**src/pkg/beo_pkg.sv**
```systemverilog
// shared types and constants for the bit edge and latch execution unit
package beo_pkg;

  // instance table for edge-pulse history
  localparam int unsigned INST_W       = 6;
  localparam int unsigned INST_N       = 64;

  // operand bit addressing
  localparam int unsigned WORD_W       = 8;
  localparam int unsigned BIT_W        = 4;

  // built-in output words reached by the immediate-refresh variants
  localparam logic [7:0]  OUT_WORD_LO  = 8'h64;
  localparam logic [7:0]  OUT_WORD_HI  = 8'h65;

  // reset value of every stored previous condition
  localparam logic        HIST_RST     = 1'b0;

  // cycles from request to operand write
  localparam int unsigned PIPE_LAT     = 2;

  // instruction opcodes, one-hot
  typedef enum logic [3:0] {
    OP_RISING_EDGE_PULSE  = 4'h1,
    OP_FALLING_EDGE_PULSE = 4'h2,
    OP_BIT_SET_LATCH      = 4'h4,
    OP_BIT_CLEAR_LATCH    = 4'h8
  } beo_op_e;

  // operand data areas
  typedef enum logic [2:0] {
    AREA_IO      = 3'h0,
    AREA_WORK    = 3'h1,
    AREA_HOLD    = 3'h2,
    AREA_AUX     = 3'h3,
    AREA_TIMER   = 3'h4,
    AREA_COUNTER = 3'h5
  } beo_area_e;

  // one instruction evaluation presented by the scan sequencer
  typedef struct packed {
    beo_op_e             op;
    logic                imm;
    beo_area_e           area;
    logic [WORD_W-1:0]   word;
    logic [BIT_W-1:0]    bitn;
    logic [INST_W-1:0]   inst;
    logic                cond;
    logic                ilk_on;
    logic                jumped;
    logic                sub_off;
  } beo_req_s;

  // one operand bit write
  typedef struct packed {
    beo_area_e           area;
    logic [WORD_W-1:0]   word;
    logic [BIT_W-1:0]    bitn;
    logic                val;
  } beo_wr_s;

endpackage

```
**src/logic/beo_hist_mem.sv**
```systemverilog
// previous-condition memory for edge-pulse instances
`timescale 1ns/1ps
module beo_hist_mem (
  input  wire logic                       sys_clk_i,
  input  wire logic                       rst_b_i,
  input  wire logic [beo_pkg::INST_W-1:0] rd_addr_i,
  output logic                            rd_data_o,
  input  wire logic                       wr_en_i,
  input  wire logic [beo_pkg::INST_W-1:0] wr_addr_i,
  input  wire logic                       wr_data_i
);

  logic [beo_pkg::INST_N-1:0] mem_q;

  // held in flops so reset can clear every instance at once
  always_ff @(posedge sys_clk_i) begin
    if (!rst_b_i) begin
      mem_q <= {beo_pkg::INST_N{beo_pkg::HIST_RST}};
    end else if (wr_en_i) begin
      mem_q[wr_addr_i] <= wr_data_i;
    end
  end

  // read during write returns the old value; the caller forwards
  always_ff @(posedge sys_clk_i) begin
    if (!rst_b_i) begin
      rd_data_o <= beo_pkg::HIST_RST;
    end else begin
      rd_data_o <= mem_q[rd_addr_i];
    end
  end

endmodule

```
**src/logic/beo_exec.sv**
```systemverilog
// execution unit for edge-pulse, set and clear bit instructions
`timescale 1ns/1ps
// Overview of operation
// RULE1 - a rising-edge instruction whose condition was OFF last time and is ON now writes its operand ON.
// RULE2 - the next evaluation of that rising-edge instruction writes its operand OFF, giving a one-cycle pulse.
// RULE3 - a falling-edge instruction whose condition was ON last time and is OFF now writes its operand ON.
// RULE4 - the next evaluation of that falling-edge instruction writes its operand OFF again.
// RULE5 - these instructions change no condition or error flag, only the operand bit.
// RULE6 - the set instruction forces its operand to 1 when its condition is ON and leaves it alone otherwise.
// RULE7 - the clear instruction forces its operand to 0 when its condition is ON and leaves it alone otherwise.
// RULE8 - immediate variants aimed at a built-in output also refresh the physical output at execution.
// RULE9 - set and clear inside an active interlock or a jumped section leave the operand unchanged.
// RULE10 - timer and counter operands are refused by the set and clear instructions.
// RULE11 - every set and clear executes on its own, any number may target the same bit.
// RULE12 - the edge result depends on the own condition and on the state of the enclosing section.
// RULE13 - edge instructions in a subroutine that does not run are not evaluated and keep their history.
// RULE14 - the program must not evaluate the same edge instance more than once per scan.
// RULE15 - each edge instance keeps its own previous condition, updated on evaluation and cleared at reset.
module beo_exec (
  input  wire logic             sys_clk_i,
  input  wire logic             rst_b_i,
  input  wire logic             req_valid_i,
  input  wire beo_pkg::beo_req_s req_i,
  output logic                  wr_valid_o,
  output beo_pkg::beo_wr_s      wr_o,
  output logic                  refresh_valid_o,
  output beo_pkg::beo_wr_s      refresh_o,
  output logic                  reject_o,
  output logic                  skip_o
);

  function automatic logic is_edge_op(input beo_pkg::beo_op_e op);
    is_edge_op = (op == beo_pkg::OP_RISING_EDGE_PULSE) || (op == beo_pkg::OP_FALLING_EDGE_PULSE);
  endfunction

  function automatic logic is_tc_area(input beo_pkg::beo_area_e area);
    is_tc_area = (area == beo_pkg::AREA_TIMER) || (area == beo_pkg::AREA_COUNTER);
  endfunction

  function automatic logic is_builtin_out(input beo_pkg::beo_req_s r);
    is_builtin_out = (r.area == beo_pkg::AREA_IO) && (r.word >= beo_pkg::OUT_WORD_LO) &&
                     (r.word <= beo_pkg::OUT_WORD_HI);
  endfunction

  // stage 1 holds the request while its history word is read
  logic                        s1_valid_q;
  beo_pkg::beo_req_s           s1_req_q;
  logic                        fwd_hit_q;
  logic                        fwd_val_q;
  logic                        hist_rd;

  logic                        s1_edge;
  logic                        s1_bad;
  logic                        s1_eval;
  logic                        s1_cond_eff;
  logic                        s1_prev;
  logic                        s1_pulse;
  logic                        s1_hist_we;
  logic                        s1_latch_we;
  logic                        s1_edge_we;
  logic                        s1_we;
  logic                        s1_val;
  beo_pkg::beo_wr_s            s1_wr;

  beo_hist_mem u_hist (
    .sys_clk_i (sys_clk_i),
    .rst_b_i   (rst_b_i),
    .rd_addr_i (req_i.inst),
    .rd_data_o (hist_rd),
    .wr_en_i   (s1_hist_we),
    .wr_addr_i (s1_req_q.inst),
    .wr_data_i (s1_cond_eff)
  );

  // every request is taken, none merged with another
  always_ff @(posedge sys_clk_i) begin
    if (!rst_b_i) begin
      s1_valid_q <= 1'b0;
    end else begin
      s1_valid_q <= req_valid_i; // RULE11
    end
  end

  always_ff @(posedge sys_clk_i) begin
    if (!rst_b_i) begin
      s1_req_q <= '0;
    end else if (req_valid_i) begin
      s1_req_q <= req_i;
    end
  end

  // back-to-back evaluations of one instance would read a stale history word
  always_ff @(posedge sys_clk_i) begin
    if (!rst_b_i) begin
      fwd_hit_q <= 1'b0;
      fwd_val_q <= beo_pkg::HIST_RST;
    end else begin
      fwd_hit_q <= s1_hist_we && (s1_req_q.inst == req_i.inst); // RULE15
      fwd_val_q <= s1_cond_eff;
    end
  end

  always_comb begin
    s1_edge     = is_edge_op(s1_req_q.op);
    s1_bad      = is_tc_area(s1_req_q.area); // RULE10
    // a jumped section or an idle subroutine does not evaluate at all
    s1_eval     = !s1_req_q.jumped && !s1_req_q.sub_off; // RULE13
    // an interlocked section presents its edge instructions with an OFF condition
    s1_cond_eff = s1_req_q.cond && !s1_req_q.ilk_on; // RULE12
    s1_prev     = fwd_hit_q ? fwd_val_q : hist_rd; // RULE15
    if (s1_req_q.op == beo_pkg::OP_RISING_EDGE_PULSE) begin
      s1_pulse = s1_cond_eff && !s1_prev; // RULE1 RULE2
    end else begin
      s1_pulse = !s1_cond_eff && s1_prev; // RULE3 RULE4
    end
    s1_hist_we  = s1_valid_q && s1_edge && s1_eval && !s1_bad; // RULE15
    s1_edge_we  = s1_hist_we;
    s1_latch_we = s1_valid_q && !s1_edge && !s1_bad && s1_eval && s1_cond_eff; // RULE6 RULE7 RULE9
    s1_we       = s1_edge_we || s1_latch_we;
    if (s1_edge) begin
      s1_val = s1_pulse;
    end else begin
      s1_val = (s1_req_q.op == beo_pkg::OP_BIT_SET_LATCH); // RULE6 RULE7
    end
    s1_wr.area  = s1_req_q.area;
    s1_wr.word  = s1_req_q.word;
    s1_wr.bitn  = s1_req_q.bitn;
    s1_wr.val   = s1_val;
  end

  // the side effects leaving this unit are an operand bit write and, for immediate outputs, its physical output refresh
  always_ff @(posedge sys_clk_i) begin
    if (!rst_b_i) begin
      wr_valid_o <= 1'b0;
      wr_o       <= '0;
    end else begin
      wr_valid_o <= s1_we; // RULE5
      wr_o       <= s1_wr;
    end
  end

  // the physical output follows in the same cycle as the memory write
  always_ff @(posedge sys_clk_i) begin
    if (!rst_b_i) begin
      refresh_valid_o <= 1'b0;
      refresh_o       <= '0;
    end else begin
      refresh_valid_o <= s1_we && s1_req_q.imm && is_builtin_out(s1_req_q); // RULE8
      refresh_o       <= s1_wr;
    end
  end

  always_ff @(posedge sys_clk_i) begin
    if (!rst_b_i) begin
      reject_o <= 1'b0;
    end else begin
      reject_o <= s1_valid_q && s1_bad; // RULE10
    end
  end

  // repeated evaluations of one instance in a scan are not checked; the forwarding above keeps back-to-back ones correct
  always_ff @(posedge sys_clk_i) begin
    if (!rst_b_i) begin
      skip_o <= 1'b0;
    end else begin
      skip_o <= s1_valid_q && !s1_bad && !s1_eval; // RULE13
    end
  end
endmodule

```
**config.mk**
```make
export PLATFORM = sky130hd
export DESIGN_NAME = beo_exec
export DESIGN_NICKNAME = d
export VERILOG_FILES = /design/src/pkg/beo_pkg.sv /design/src/logic/beo_hist_mem.sv /design/src/logic/beo_exec.sv
export SDC_FILE = /design/constraint.sdc
export NUM_CORES = 1
export LEC_CHECK = 0
export BUFFER_PORTS_ARGS = -buffer_cell sky130_fd_sc_hd__buf_4
export CAP_MARGIN = 20
export CORE_MARGIN = 1
export CORE_UTILIZATION = 40
export CTS_BUF_LIST = sky130_fd_sc_hd__clkbuf_8
export DETAILED_ROUTE_END_ITERATION = 7
export PLACE_DENSITY = 0.59
export SYNTH_ARGS = -nofsm -noshare
export SYNTH_HDL_FRONTEND = slang
export SYNTH_SLANG_ARGS = --single-unit
```
**constraint.sdc**
```tcl
create_clock -name sys_clk_i -period 5.5 [get_ports sys_clk_i]
set_input_delay 0.55 -clock sys_clk_i [delete_from_list [all_inputs] [get_ports sys_clk_i]]
set_output_delay 0.55 -clock sys_clk_i [all_outputs]
set_load 0.03 [all_outputs]
```
==> flow_metrics.env <==
export IMPL_die_width_um=122
export IMPL_die_area_mm2=0.0148
export IMPL_drtAntennaViolNets=0
export IMPL_worst_hold_path_type="input pin to flip-flop"
export IMPL_finalCritPeriodShare=0.369
export IMPL_crit_fanout=16
export IMPL_post_synthesis_register_bit_count=118
export IMPL_yosys_area_top_type_share=0.413
export IMPL_gpl_final_weighted_congestion=0.750
export IMPL_antenna_diode_count=0
export IMPL_wl_um=13000
export IMPL_post_cts_resized_instances=0
export IMPL_detailed_place_hpwl_um=7680
export IMPL_timing_critical_path_arrival_ns=2.36
export IMPL_track_usage=0.184
export IMPL_synthMostInstantiatedCell="sky130_fd_sc_hd__dfxtp_1"
export IMPL_netlist_top_cells_area="sky130_fd_sc_hd__dfxtp_1 41%, sky130_fd_sc_hd__mux2i_1 17%, sky130_fd_sc_hd__nor2b_1 11%, sky130_fd_sc_hd__mux4_1 4.6%, sky130_fd_sc_hd__nand4_1 3.6%"
export IMPL_status="complete, no violations"
export IMPL_drc=0
export IMPL_floorplan_die_height_um=122
export IMPL_cts_root_buffer="sky130_fd_sc_hd__clkbuf_8"
export IMPL_worstSetupStartpoint="s1_req_q[9]"
export IMPL_cellLeakagePower_nw=2.60
export IMPL_slew_headroom=0.262
export IMPL_start_point_of_the_worst_hold_path="req_i[29]"
export IMPL_grt_max_degree=118
export IMPL_synthToLayoutAreaGrowth_pct=14.8
export IMPL_std_cell_rows=43
export IMPL_vias_per_cell=5.28
export IMPL_grt_pass1_wl_um=20500
export IMPL_synth_top_flop_cell="sky130_fd_sc_hd__dfxtp_1"
export IMPL_grt_ovfl_total=0
export IMPL_edff_count_synth=0
export IMPL_clock_insertion_delay_worst_skew_ns=0.44
export IMPL_finalWorstPathRequiredPeriod_ns=2.03
export IMPL_synth_commonest_cells="118 x sky130_fd_sc_hd__dfxtp_1, 99 x sky130_fd_sc_hd__nor2b_1, 97 x sky130_fd_sc_hd__mux2i_1, 44 x sky130_fd_sc_hd__clkbuf_1"
export IMPL_final_slew_violations=0
export IMPL_timing_clock_skew_ns=0.00645
export IMPL_total_power_mw=1.90
export IMPL_worstPathCellList="or3b_2 -> nor4_1 -> mux2i_1 -> nor2b_1"
export IMPL_cts_max_level=4
export IMPL_path_clk_slew_ns=0.07
export IMPL_synth_async_reset_ratio=0
export IMPL_setup_viol=0
export IMPL_max_slew_worst_pin_slew_ns=1.10
export IMPL_route_detailed_wl_per_inst_um=17.0
export IMPL_postSynthNetCount=586
export IMPL_nets=605
export IMPL_clock_sink_count=118
export IMPL_drive_gt1_frac=0.203
export IMPL_number_of_antenna_violations_at_the_first_check_in_global_routing=0
export IMPL_postCtsSetupBuffers=0
export IMPL_worst_setup_path_end_kind="flip-flop"
export IMPL_design_portCount=69
export IMPL_vias_in_the_first_global_route=3769
export IMPL_vias=4037
export IMPL_inserted_clock_buffers=17
export IMPL_core_area_mm2=0.0139
export IMPL_timing_rr_start="s1_req_q[9]"
export IMPL_max_cap_violations=0
export IMPL_critical_path_max_stage_delay_ns=0.78
export IMPL_netlist_instances=553
export IMPL_cp_required_ns=5.84
export IMPL_tritoncts="done"
export IMPL_timing_fmax_ghz=0.493
export IMPL_post_cts_hold_buffer_count=0
export IMPL_detail_route_iter0_violations=256
export IMPL_netlist_area_mm2=0.00572
export IMPL_netlist_top_cell_by_area="sky130_fd_sc_hd__dfxtp_1"
export IMPL_cts_root_to_sink_buffers=2
export IMPL_ys_warnings_count=0
export IMPL_cp_start_kind="flip-flop"
export IMPL_synth_unique_cells=41
export IMPL_grt_setup_unrepaired="false"
export IMPL_final_setup_tns_ns=0
export IMPL_yosysSeqAreaShare=0.413
export IMPL_placement_io_buffers=68
export IMPL_final_hold_worst_slack_ns=0.360
export IMPL_hold_viol=0
export IMPL_type_of_the_worst_setup_path="flip-flop to flip-flop"
export IMPL_syn_mean_instance_area_um2=10.4
export IMPL_worst_ir_drop_vdd_mv=0.153
export IMPL_first_pass_iters=4
export IMPL_slowest_stage="sky130_fd_sc_hd__dfxtp_1"
export IMPL_power_per_cell_area_mw_per_mm2=289
export IMPL_initial_standard_cell_utilization_of_the_core=0.411
## worst paths after layout
kind,depth (start not counted),endpoint,slack [ns]
worst max-delay path,4,u_hist.mem_q[32],3.47
worst min-delay path,3,s1_req_q[29],0.36
worst max register to register,4,u_hist.mem_q[32],3.47
worst min register to register,1,refresh_o[4],0.45
## stage by stage
step / std cells / util / cell area (um2) / setup slack (ns)
final: 765 / 0.472 / 6570 / 3.47
after global routing: 765 / 0.472 / 6570 / 3.35
after CTS: 763 / 0.468 / 6530 / 3.12
after detailed placement: 731 / 0.438 / 6110 / 3.04
after global placement: 731 / 0.438 / 6110 / 3.09
after floorplan: 553 / - / 5720 / 3.40
## worst max-delay path, delay by kind of cell (launching register included)
family / cells / cell delay [ns]
muxes: 1 / 0.24
DFF: 1 / 0.78
and+or+nand+nor: 3 / 0.90
## final cells by class
class	instances	area, um2
flip-flops and latches	118	2360
inverters	1	3.75
clock buffers	19	262
well taps	180	225
fillers	1296	7360
clock inverters	13	155
multi-input cells	362	2990
repair buffers	72	571
## layer usage
layer | up-vias | track usage | wire length, um
met5 | - | 0 | 0
li1 | 1995 | - | -
met1 | 1919 | 0.248 | 6370
met4 | 0 | 0.0633 | 177
met3 | 15 | 0.0548 | 662
met2 | 108 | 0.280 | 5810
## logic make-up after synthesis
group | after synthesis | share of synthesized area
simple gates | 229 | 0.250
flops | 118 | 0.413
mux | 116 | 0.247
buf+inv | 73 | 0.0660
compound gates | 10 | 0.0133
xor+xnor | 7 | 0.0107
## cells in the final DEF (no fill, tap or decap), drive strengths merged, types with 7 or more instances in the layout
cell | netlist | routed
clkinv | 0 | 7
mux4 | 17 | 17
clkbuf | 44 | 20
nand4 | 33 | 33
dfxtp | 118 | 118
and2 | 19 | 19
nor2 | 7 | 7
buf | 28 | 71
nor2b | 99 | 99
mux2i | 97 | 97
nor4 | 33 | 33
nand2b | 7 | 7
xnor2 | 7 | 7
## power by group
group          switching, mW  internal (mW)  leakage, nW
Clock                  0.354          0.468        0.207
Combinational          0.103         0.0752         1.44
Sequential            0.0228          0.874        0.959
## sequential cells by signal (all words and copies together), names as in the netlist
name and cells:
s1_valid_q 1, refresh_o 16, fwd_val_q 1, u_hist.mem_q 64, reject_o 1, s1_req_q 30
refresh_valid_o 1, wr_valid_o 1, u_hist.rd_data_o 1, fwd_hit_q 1, skip_o 1
No activity file was read; power rests on OpenSTA's default activity.
